`config.mk`:
```
export PLATFORM = sky130hd
export DESIGN_NAME = cers_sequencer
export DESIGN_NICKNAME = d
export VERILOG_FILES = /design/src/logic/cers_pkg.sv /design/src/logic/cers_pin_sync.sv /design/src/logic/cers_sequencer.sv
export SDC_FILE = /design/constraint.sdc
export NUM_CORES = 1
export LEC_CHECK = 0
export ABC_AREA = 1
export ABC_CLOCK_PERIOD_IN_PS = 3500
export BUFFER_PORTS_ARGS = -buffer_cell sky130_fd_sc_hd__buf_2
export CAP_MARGIN = 0
export CORE_MARGIN = 10
export CORE_UTILIZATION = 50
export DETAILED_ROUTE_END_ITERATION = 7
export GPL_TIMING_DRIVEN = 0
export PLACE_DENSITY = 0.76
export SETUP_SLACK_MARGIN = 0.5
export SYNTH_ARGS = -nofsm -noshare
export SYNTH_HDL_FRONTEND = slang
export SYNTH_SLANG_ARGS = --single-unit
```
`constraint.sdc`:
```
create_clock -name clk -period 3.5 [get_ports clk]
set_input_delay 0.175 -clock clk [delete_from_list [all_inputs] [get_ports clk]]
set_output_delay 0.175 -clock clk [all_outputs]
set_load 0.01 [all_outputs]
```
`src/logic/cers_pkg.sv`:
```
/*
  Package of constants for the exception and reset sequencer.
  Assumes a 32-bit byte-addressed memory bus with word-aligned vector fetches.
*/
`default_nettype none
package cers_pkg;
  localparam logic [31:0] POR_PC_ADDR   = 32'h0000_0000;
  localparam logic [31:0] POR_SP_ADDR   = 32'h0000_0004;
  localparam logic [31:0] MRST_PC_ADDR  = 32'h0000_0008;
  localparam logic [31:0] MRST_SP_ADDR  = 32'h0000_000C;
  localparam logic [31:0] VBR_RESET     = 32'h0000_0000;
  localparam logic [3:0]  MASK_RESET    = 4'hF;
  localparam logic [3:0]  NMI_MASK      = 4'hF;
  localparam logic [4:0]  NMI_LEVEL     = 5'h10;
  localparam int          MASK_LSB      = 4;
  localparam logic [7:0]  VEC_GEN_ILL   = 8'h04;
  localparam logic [7:0]  VEC_SLOT_ILL  = 8'h06;
  localparam logic [7:0]  VEC_ADDR_ERR  = 8'h09;
  localparam logic [31:0] STACK_STEP    = 32'h0000_0004;
  localparam logic [31:0] SR_RESET      = 32'h0000_00F0;
  typedef enum logic [1:0] {CERS_SRC_ADDR, CERS_SRC_INT, CERS_SRC_INSN} cers_src_t;
endpackage
`default_nettype wire

```
`src/logic/cers_pin_sync.sv`:
```
/*
  Two-stage synchroniser with rising-edge detect for an external reset pin.
  Assumes the pin is asynchronous to clk.
*/
`timescale 1ns/1ps
`default_nettype none
module cers_pin_sync #(
  // Level that all stages show while the block is held in reset.
  parameter logic RESET_LEVEL = 1'b1
) (
  // Clock and reset.
  input  wire logic clk,
  input  wire logic rst_b,
  // Pin and results.
  input  wire logic pinIn,
  output logic      level,
  output logic      rise
);
  logic meta_q;
  logic sync_q;
  logic prev_q;
  // Synchronise and remember the previous level; reset loads RESET_LEVEL into every stage, so no false edge follows if the pin rests at that level.
  always_ff @(posedge clk or negedge rst_b) begin
    if (!rst_b) begin
      meta_q <= RESET_LEVEL;
      sync_q <= RESET_LEVEL;
      prev_q <= RESET_LEVEL;
    end else begin
      meta_q <= pinIn;
      sync_q <= meta_q;
      prev_q <= sync_q;
    end
  end
  assign level = sync_q;
  assign rise  = sync_q & ~prev_q;
endmodule // cers_pin_sync
`default_nettype wire

```
`src/logic/cers_sequencer.sv`:
```
/*
  Exception and reset sequencer of a 32-bit core: ranks sources, runs
  reset vector fetch and exception stacking, and forms vector addresses.
  Assumes a simple one-word memory port answering with memAck, and a
  decoder that reports instruction boundaries and decode classifications.
*/
`timescale 1ns/1ps
`default_nettype none
module cers_sequencer
  import cers_pkg::*;
(
  // Clock and reset.
  input  wire logic        clk,
  input  wire logic        rst_b,
  // External reset pins and watchdog.
  input  wire logic        powerOnResetPin,
  input  wire logic        manualResetPin,
  input  wire logic        wdtOverflowReset,
  // Decoder status.
  input  wire logic        insnBoundary,
  input  wire logic        inDelaySlot,
  input  wire logic        decUndefined,
  input  wire logic        decPcWriter,
  input  wire logic        trapExec,
  input  wire logic [7:0]  trapVector,
  // Address error and interrupt requests.
  input  wire logic        addrErrReq,
  input  wire logic        intReq,
  input  wire logic [4:0]  intLevel,
  input  wire logic [7:0]  intVector,
  // Core register values.
  input  wire logic [31:0] curSr,
  input  wire logic [31:0] curPc,
  input  wire logic [31:0] curSp,
  input  wire logic        busCycleActive,
  // Memory port.
  output logic             memReq,
  output logic             memWrite,
  output logic [31:0]      memAddr,
  output logic [31:0]      memWdata,
  input  wire logic [31:0] memRdata,
  input  wire logic        memAck,
  // Core register updates.
  output logic [31:0]      newPc,
  output logic [31:0]      newSp,
  output logic [31:0]      vectorBase,
  output logic [3:0]       intMask,
  output logic             loadPc,
  output logic             coreHold,
  output logic             intAck,
  // Reset outputs.
  output logic             cpuResetActive,
  output logic             periphReset,
  output logic             pinFuncReset,
  output logic             clearWdtOverflow
);
  typedef enum logic [3:0] {
    ST_IDLE, ST_POR_HOLD, ST_MRST_WAIT, ST_MRST_HOLD, ST_RST_PC, ST_RST_SP,
    ST_PUSH_SR, ST_PUSH_PC, ST_FETCH_VEC, ST_RUN
  } cers_state_t;

  logic        porLevel, mrLevel, mrRise;
  cers_state_t state_q;
  logic        manualSeq_q;
  logic [31:0] pcFetch_q;
  logic [31:0] sp_q;
  logic [31:0] srSave_q;
  logic [31:0] pcSave_q;
  logic [7:0]  vector_q;
  cers_src_t   src_q;
  logic [4:0]  level_q;
  logic        addrPend_q;
  logic        canAccept;
  logic        insnExc;
  logic [7:0]  insnVec;

  // Power-on and manual pins are synchronised before use.
  cers_pin_sync #(.RESET_LEVEL(1'b0)) u_porSync (
    .clk   (clk),
    .rst_b (rst_b),
    .pinIn (powerOnResetPin),
    .level (porLevel),
    .rise  ()
  );
  cers_pin_sync u_mrSync (
    .clk   (clk),
    .rst_b (rst_b),
    .pinIn (manualResetPin),
    .level (mrLevel),
    .rise  (mrRise)
  );

  // Vector table address: base plus vector number times four.
  function automatic logic [31:0] vecAddr(input logic [31:0] base, input logic [7:0] num);
    vecAddr = base + {22'h0, num, 2'h0};
  endfunction

  // Address errors and interrupts are taken only at a boundary outside a slot.
  assign canAccept = insnBoundary & ~inDelaySlot;
  // Instruction-triggered exception classification.
  assign insnExc = trapExec | decUndefined | (inDelaySlot & decPcWriter);
  assign insnVec = (inDelaySlot & (decUndefined | decPcWriter)) ? VEC_SLOT_ILL :
                   decUndefined ? VEC_GEN_ILL :
                   trapVector;

  // Pending latch for address errors; interrupts stay pending in their controller, which holds the level.
  // A request meeting an accepting boundary is served by that entry, so it is not latched a second time.
  always_ff @(posedge clk or negedge rst_b) begin
    if (!rst_b) begin
      addrPend_q <= 1'b0;
    end else if (state_q == ST_POR_HOLD || state_q == ST_MRST_HOLD) begin
      addrPend_q <= 1'b0;
    end else if (state_q == ST_RUN && mrLevel && canAccept) begin
      addrPend_q <= 1'b0;
    end else if (addrErrReq) begin
      addrPend_q <= 1'b1;
    end
  end

  // Main sequencer state.
  always_ff @(posedge clk or negedge rst_b) begin
    if (!rst_b) begin
      state_q     <= ST_POR_HOLD;
      manualSeq_q <= 1'b0;
      src_q       <= CERS_SRC_INSN;
      vector_q    <= 8'h00;
      level_q     <= 5'h00;
    end else if (!porLevel || wdtOverflowReset) begin
      state_q     <= ST_POR_HOLD;
      manualSeq_q <= 1'b0;
    end else begin
      case (state_q)
        ST_POR_HOLD: begin
          state_q <= ST_RST_PC;
        end
        ST_MRST_WAIT: begin
          if (!busCycleActive) begin
            state_q <= ST_MRST_HOLD;
          end
        end
        ST_MRST_HOLD: begin
          if (mrRise) begin
            state_q     <= ST_RST_PC;
            manualSeq_q <= 1'b1;
          end
        end
        ST_RST_PC: begin
          if (memAck) begin
            state_q <= ST_RST_SP;
          end
        end
        ST_RST_SP: begin
          if (memAck) begin
            state_q <= ST_RUN;
          end
        end
        ST_PUSH_SR: begin
          if (memAck) begin
            state_q <= ST_PUSH_PC;
          end
        end
        ST_PUSH_PC: begin
          if (memAck) begin
            state_q <= ST_FETCH_VEC;
          end
        end
        ST_FETCH_VEC: begin
          if (memAck) begin
            state_q <= ST_RUN;
          end
        end
        ST_RUN, ST_IDLE: begin
          if (!mrLevel) begin
            state_q <= ST_MRST_WAIT;
          end else if ((addrErrReq || addrPend_q) && canAccept) begin
            state_q  <= ST_PUSH_SR;
            src_q    <= CERS_SRC_ADDR;
            vector_q <= VEC_ADDR_ERR;
          end else if (intReq && canAccept) begin
            state_q  <= ST_PUSH_SR;
            src_q    <= CERS_SRC_INT;
            vector_q <= intVector;
            level_q  <= intLevel;
          end else if (insnExc && insnBoundary) begin
            state_q  <= ST_PUSH_SR;
            src_q    <= CERS_SRC_INSN;
            vector_q <= insnVec;
          end
        end
        default: begin
          state_q <= ST_POR_HOLD;
        end
      endcase
    end
  end

  // Snapshot of status word and PC when an exception is taken; the stack pointer is copied in the memory request block.
  always_ff @(posedge clk or negedge rst_b) begin
    if (!rst_b) begin
      srSave_q <= SR_RESET;
      pcSave_q <= 32'h0000_0000;
    end else if ((state_q == ST_RUN || state_q == ST_IDLE) && porLevel && mrLevel) begin
      srSave_q <= curSr;
      pcSave_q <= curPc;
    end
  end

  // Memory request: address, data and direction per state.
  always_ff @(posedge clk or negedge rst_b) begin
    if (!rst_b) begin
      memReq   <= 1'b0;
      memWrite <= 1'b0;
      memAddr  <= 32'h0000_0000;
      memWdata <= 32'h0000_0000;
      sp_q     <= 32'h0000_0000;
    end else begin
      memReq   <= 1'b0;
      memWrite <= 1'b0;
      case (state_q)
        ST_RST_PC: begin
          memReq  <= ~memAck;
          memAddr <= manualSeq_q ? MRST_PC_ADDR : POR_PC_ADDR;
        end
        ST_RST_SP: begin
          memReq  <= ~memAck;
          memAddr <= manualSeq_q ? MRST_SP_ADDR : POR_SP_ADDR;
        end
        ST_PUSH_SR: begin
          memReq   <= ~memAck;
          memWrite <= ~memAck;
          memAddr  <= sp_q - STACK_STEP;
          memWdata <= srSave_q;
          if (memAck) begin
            sp_q <= sp_q - STACK_STEP;
          end
        end
        ST_PUSH_PC: begin
          memReq   <= ~memAck;
          memWrite <= ~memAck;
          memAddr  <= sp_q - STACK_STEP;
          memWdata <= pcSave_q;
          if (memAck) begin
            sp_q <= sp_q - STACK_STEP;
          end
        end
        ST_FETCH_VEC: begin
          memReq  <= ~memAck;
          memAddr <= vecAddr(vectorBase, vector_q);
        end
        default: begin
          sp_q <= curSp;
        end
      endcase
    end
  end

  // Core register updates: PC, SP, vector base and mask field.
  always_ff @(posedge clk or negedge rst_b) begin
    if (!rst_b) begin
      pcFetch_q  <= 32'h0000_0000;
      newPc      <= 32'h0000_0000;
      newSp      <= 32'h0000_0000;
      vectorBase <= VBR_RESET;
      intMask    <= MASK_RESET;
      loadPc     <= 1'b0;
      intAck     <= 1'b0;
    end else begin
      loadPc <= 1'b0;
      intAck <= 1'b0;
      if (state_q == ST_POR_HOLD || state_q == ST_MRST_HOLD) begin
        vectorBase <= VBR_RESET;
        intMask    <= MASK_RESET;
      end
      if (state_q == ST_RST_PC && memAck) begin
        pcFetch_q <= memRdata;
      end
      if (state_q == ST_RST_SP && memAck) begin
        newPc  <= pcFetch_q;
        newSp  <= memRdata;
        loadPc <= 1'b1;
      end
      if (state_q == ST_PUSH_PC && memAck) begin
        newSp <= sp_q - STACK_STEP;
        if (src_q == CERS_SRC_INT) begin
          intMask <= (level_q == NMI_LEVEL) ? NMI_MASK : level_q[3:0];
          intAck  <= 1'b1;
        end
      end
      if (state_q == ST_FETCH_VEC && memAck) begin
        newPc  <= memRdata;
        loadPc <= 1'b1;
      end
    end
  end

  // Reset outputs: peripherals on power-on and watchdog, pin functions only on the power-on pin.
  always_ff @(posedge clk or negedge rst_b) begin
    if (!rst_b) begin
      cpuResetActive   <= 1'b1;
      periphReset      <= 1'b1;
      pinFuncReset     <= 1'b1;
      clearWdtOverflow <= 1'b0;
    end else begin
      cpuResetActive   <= (state_q == ST_POR_HOLD) || (state_q == ST_MRST_HOLD);
      periphReset      <= !porLevel || wdtOverflowReset;
      pinFuncReset     <= !porLevel;
      clearWdtOverflow <= !porLevel && wdtOverflowReset;
    end
  end

  assign coreHold = (state_q != ST_RUN) && (state_q != ST_IDLE);
endmodule // cers_sequencer
`default_nettype wire

```
## After elaboration in Yosys (flattened, before gate mapping)

Cells that the tools add are included.

| word-level totals | value |
|---|---|
| register bits | 294 |
| bits in latches | 0 |
| bits in writable memories | 0 |
| bits in read-only memories | 0 |
| logic and storage cells | 146 |
| memories kept | 0 |

| operators by class | value |
|---|---|
| add/sub/neg operators | 1 |
| multipliers | 0 |
| divide/modulo/power cells | 0 |
| $lt $le $gt $ge | 0 |
| equality and inequality tests | 20 |
| shift operators | 0 |
| muxes and demuxes | 46 |
| bitwise operators | 13 |
| reduce and logical (&&, ||, !) cells | 38 |

Operators by type and width:

| kind | count |
|---|---|
| 2-to-1 mux 32 bit | 5 |
| case mux 32 bit (2 select lines) | 2 |
| case mux 32 bit (4 select lines) | 1 |
| 2-to-1 mux 4 bit | 17 |
| 2-to-1 mux 8 bit | 5 |
| case mux 4 bit (8 select lines) | 1 |
| subtractor 32 x 3 -> 32 bit, second input constant | 1 |
| equality test 4 x 3 -> 1 bit, second input constant | 4 |
| logical AND 1 bit | 13 |
| 2-to-1 mux 1 bit | 12 |
| nonzero test 2 bit | 5 |
| != test 3 x 2 -> 1 bit, second input constant | 3 |
| equality test 4 x 2 -> 1 bit, second input constant | 2 |
| equality test 4 bit, second input constant | 2 |
| nonzero test 4 bit | 2 |
| AND reduction 7 bit | 1 |
| 2-to-1 mux 2 bit | 3 |
| != test 3 bit, second input constant | 2 |
| != test 6 bit, second input constant | 1 |
| NOT 1 bit | 6 |
| nonzero test 3 bit | 2 |
| OR reduction 2 bit | 3 |
| equality test 5 bit, second input constant | 1 |
| AND reduction 5 bit | 1 |
| 14 further kinds | 23 |

## Logic depth before layout (Yosys ltp)

| logic depth | value |
|---|---|
| depth in word-level cells | 9 |
| depth in mapped cells | 11 |

## By module

A second synthesis with hierarchy kept.

| unflattened totals | value |
|---|---|
| cells, all modules | 1548 |
| area, all modules | 13548.0 µm² |

By module, submodules not included:

| module | times used | cells an instance | area each (µm²) | sequential area each (µm²) |
|---|---|---|---|---|
| cers_sequencer | 1 | 1538 | 13374.1 | 7248.2 |
| cers_pin_sync at u_mrSync | 1 | 5 | 88.8 | 78.8 |
| cers_pin_sync at u_porSync | 1 | 5 | 85.1 | 75.1 |

## Least setup slack after synthesis

OpenSTA, ideal clock, no wires.

| path | value |
|---|---|
| path kind | register -> register |
| from | register state_q[0] |
| to | register pcSave_q[31] |
| library setup time | 125 ps |
| data arrival time | 1711 ps |
| required time | 3375 ps |
| setup slack | 1665 ps |
| cell stages (with the launch flop) | 10 |
| buffers on the path | 2 |
| period minus slack after synthesis | 1835 ps |
| cell sequence | dfstp_2 buf_4 inv_2 nor2_1 nand2_2 nand2_1 nand2_1 nor2_4 buf_6 mux2_2 |

| between the ends | value |
|---|---|
| cells in the longest elaborated chain, start to end | 4 |
| elaborated cells between the ends (all ways) | 5 |
| those cells by class | eq/ne (1); reduce/logical (4) |

RTL lines:

| what | RTL line | RTL |
|---|---|---|
| start: declaration | cers_sequencer.sv:63 | `cers_state_t state_q;` |
| start signal: assignment | cers_sequencer.sv:123 | `state_q <= ST_POR_HOLD;` |
| start signal: assignment | cers_sequencer.sv:129 | `state_q <= ST_POR_HOLD;` |
| start signal: assignment | cers_sequencer.sv:134 | `state_q <= ST_RST_PC;` |
| equality test 4 bit or logical NOT 4 bit (tied branches) | cers_sequencer.sv:202 | `end else if ((state_q == ST_RUN \|\| state_q == ST_IDLE) && porLevel && mrLevel) begin` |
| logical OR 1 bit (*) | cers_sequencer.sv:202 |  |
| logical AND 1 bit (*) (2 in series) | cers_sequencer.sv:202 |  |
| end signal: assignment | cers_sequencer.sv:204 | `pcSave_q <= curPc;` |
| end: declaration | cers_sequencer.sv:68 | `logic [31:0] pcSave_q;` |

Every way passes the cells marked *; elsewhere a longest branch is shown, timed or not.
A chain may end at the register's enable or synchronous reset.

## Final worst setup path

| path | value |
|---|---|
| from | register state_q[0] |
| to | register vector_q[5] |

| between the ends | value |
|---|---|
| cells in the longest elaborated chain, start to end | 3 |
| elaborated cells between the ends (all ways) | 4 |
| those cells by class | eq/ne (1); reduce/logical (3) |

RTL lines:

| what | RTL line | RTL |
|---|---|---|
| equality test 4 bit or logical NOT 4 bit (tied branches) | cers_sequencer.sv:132 | `case (state_q)` |
| OR reduction 2 bit (*) | cers_sequencer.sv:132 |  |
| AND reduction 4 bit (no line) (*) | n/a |  |
| end signal: assignment | cers_sequencer.sv:182 | `vector_q <= intVector;` |
| end signal: assignment | cers_sequencer.sv:187 | `vector_q <= insnVec;` |
| end: declaration | cers_sequencer.sv:69 | `logic [7:0] vector_q;` |

Marks and branches as above.

==> flow_metrics.py <==
metrics = {
    "routing": {
        "met1_length_mm": 17.7,
        "topRoutingLayerUsed": "met4",
        "drt_iter0_markers": 904,
        "wl_met2_mm": 22.4,
        "num_vias": 12800,
        "wirelength_mm": 46.5,
        "wire_per_inst_um": 19.3,
        "vias_per_cell": 5.31,
        "postRouteAntennaNets": 0,
        "wl_met3_mm": 4.40,
        "firstDrtPassIters": 5,
        "drc": 0,
    },
    "grt": {
        "grt_pass1_vias": 13300,
        "antenna_found_initial": 2,
        "grt.total_usage_pct": 27.1,
        "grt_first_pass_wirelength_mm": 73.3,
        "grt_max_degree": 114,
        "globalRouteOverflowTotal": 0,
    },
    "worst_hold_path": {
        "hold_start": "curSp[13]",
        "hp-class": "input port to flop",
        "whs_path_depth": 3,
        "hold_end": "sp_q[13]",
    },
    "sta": {
        "rsz0062_at_grt": "no",
        "min_period_ps": 2510,
        "final_max_slew_viol_count": 0,
        "min_period_over_period_pct": 71.7,
        "tightest_slew_ps": 891,
        "fin_worst_skew_ps": 18.2,
        "hold_viol_final": 0,
        "setup_viol": 0,
        "max_slew_margin_pct": 40.6,
        "tns_ps": 0,
        "fmax_mhz": 398,
    },
    "setup_path": {
        "rr_worst_depth": 11,
        "arrival_ps": 3010,
        "slowest_stage": "dlygate4sd3_1",
        "critPathRequiredTime_ps": 4000,
        "crit_path_max_fanout": 10,
        "max_stage_delay_ps": 580,
        "crit_family": "buffers and inverters",
        "worstReg2RegStart": "state_q[0]",
        "path_cells": "buf_4, inv_2, nor2_1, nand2_2, a21oi_2, nand2_2, nor2_2, buf_2, nand2_1, o211ai_1, dlygate4sd3_1",
        "crit_path_start_kind": "flop",
        "critPathCaptureType": "flop",
        "rrSetupSlack_ps": 990,
        "cp_num_buf_inv": 4,
        "crit_type": "flop to flop",
        "cp_common_cell": "nand2_2",
        "r2r-end": "vector_q[5]",
    },
    "synthesis": {
        "synth.most_common_cell": "nand2_1",
        "syn_avg_cell_area_um2": 8.75,
        "synth_async_sr_flop_share_pct": 100,
        "synth-main-ff-cell": "dfrtp_1",
        "synth_edf_count": 0,
        "syn_area_mm2": 0.0134,
        "ys_types": 42,
        "synth_top_area_cell": "dfrtp_1",
        "ys_seq_elements": 294,
        "yosysTopAreaCellShare_pct": 52.1,
        "synthTopCellsByArea": "dfrtp_1 (52%), nand2_1 (11%), o21ai_0 (6.4%), inv_1 (4.8%), nor2_1 (3.6%)",
        "synth_common_cells": "nand2_1 (398), dfrtp_1 (278), inv_1 (172), o21ai_0 (170), nor2_1 (129)",
        "synth_warnings": 0,
        "ys_seq_area_share_pct": 55.3,
        "syn_inst": 1526,
    },
    "clock_network": {
        "clkTransAtPathRegs_ps": 60,
        "clock_sinks": 294,
        "htree_levels": 1,
        "clock_latency_ps": 560,
        "cts_resized": 0,
        "numCtsBuffers": 31,
        "cts_root_buf": "clkbuf_16",
        "cts_tree": "done",
        "cts_buffer_depth": 3,
    },
    "floorplan": {
        "die_area_mm2": 0.0336,
        "num_rows": 59,
        "io_pins": 336,
        "initial_utilization_pct": 51.1,
        "core_area_mm2": 0.0261,
        "die_h_um": 183,
        "die_width_um": 183,
    },
    "pwr": {
        "p_leak_nw": 9.31,
        "p_per_area_mw_per_mm2": 639,
        "peakVddDrop_uv": 511,
        "finalPower_w": 0.0115,
    },
    "place": {
        "io_buffers": 302,
        "dp_hpwl_mm": 32.1,
        "placed_area_mm2": 0.0155,
        "gp_congestion": 0.943,
    },
    "final_layout": {
        "n_fill_cell": 1964,
        "area_growth_pct": 34.9,
        "final_layout_size_suffix_gt1_share_pct": 23.6,
        "design_area_mm2": 0.0180,
        "nets": 2209,
    },
    "run_status": {
        "status": "complete, no violations",
    },
    "job": {
        "maxCapViolCount": 0,
    },
}
## worst max-delay path by stage
stage,endpoint,cells past startpoint,startpoint
after CTS,vector_q[6],11,state_q[0]
after detailed placement,newSp[28],9,sp_q[2]
final,vector_q[5],11,state_q[0]
after global routing,vector_q[6],11,state_q[0]
after floorplan,pcSave_q[31],9,state_q[0]
after global placement,memWdata[28],1,rst_b
## where the power goes
group          internal [W]  switching, W  leakage, nW
sequential          0.00450      0.000600         3.68
combinational       0.00130       0.00176         5.12
clock               0.00196       0.00138        0.508
total               0.00777       0.00374         9.31
## cell usage in the layout, fill, tap and decap left out, types with 33 or more instances in the layout
master,instances
nand2_1,398
o221ai_1,33
clkbuf_1,39
dlygate4sd3_1,151
buf_4,37
inv_1,172
o21ai_0,170
a21oi_1,61
buf_2,320
dfrtp_1,278
nor2_1,129
## layer usage
layer | global-route usage [%] | vias to the layer above
met5 | 0 | -
met4 | 11.0 | 0
met3 | 7.41 | 138
met2 | 45.6 | 633
met1 | 32.2 | 6090
li1 | - | 5910
## sequential cells by signal (all words and copies together), names as in the netlist, 2 cells and up
| name | cells |
|---|---|
| intMask | 4 |
| level_q | 5 |
| memAddr | 32 |
| memWdata | 32 |
| newPc | 32 |
| newSp | 32 |
| pcFetch_q | 32 |
| pcSave_q | 32 |
| sp_q | 32 |
| srSave_q | 32 |
| src_q | 2 |
| state_q | 4 |
| vector_q | 8 |
## tightest hold or removal path, cell delays in order
cell and delay [ps]:
buf_2 100, a21oi_1 100, a21oi_1 160
## final cells by class
type	instances	area [µm²]	area share, %
flip-flops and latches	294	7380	41.0
multi-input cells	988	4820	26.8
repair buffers	455	3090	17.1
clock buffers	48	930	5.16
inverters	177	666	3.70
plain buffers	98	606	3.36
well taps	335	419	2.33
clock inverters	9	101	0.563
diodes	2	5.00	0.0278
## cell families (layout without fill, tap and decap cells)
group                      Yosys count  in the layout  synth area share [%]
adders and majority gates            1              1                0.0937
xor gates and xnor gates            14             14                 0.918
other                                1             34                0.0281
muxes                               33             33                  2.78
AOI/OAI and AO/OA                  321            321                  13.7
buffers and inverters              275            787                  9.52
and+or+nand+nor                    587            587                  17.7
DFF                                294            294                  55.3
## repair_timing
| item | CTS | global route |
|---|---|---|
| hold buffers | 151 | 0 |
| hold endpoints to repair | 262 | 0 |
| setup buffers | 0 | 0 |
## metrics by stage
stage	setup WS, ps	utilization, %	hold slack, ps	std cells
floorplan	1660	-	-121	1557
global placement	-3180	58.9	282	2194
detailed placement	1240	59.2	281	2196
CTS	1030	68.9	1.84	2404
global route	764	68.9	11.6	2406
finish	989	68.9	26.5	2406
Note: power is estimated with default switching activity, not from simulation.
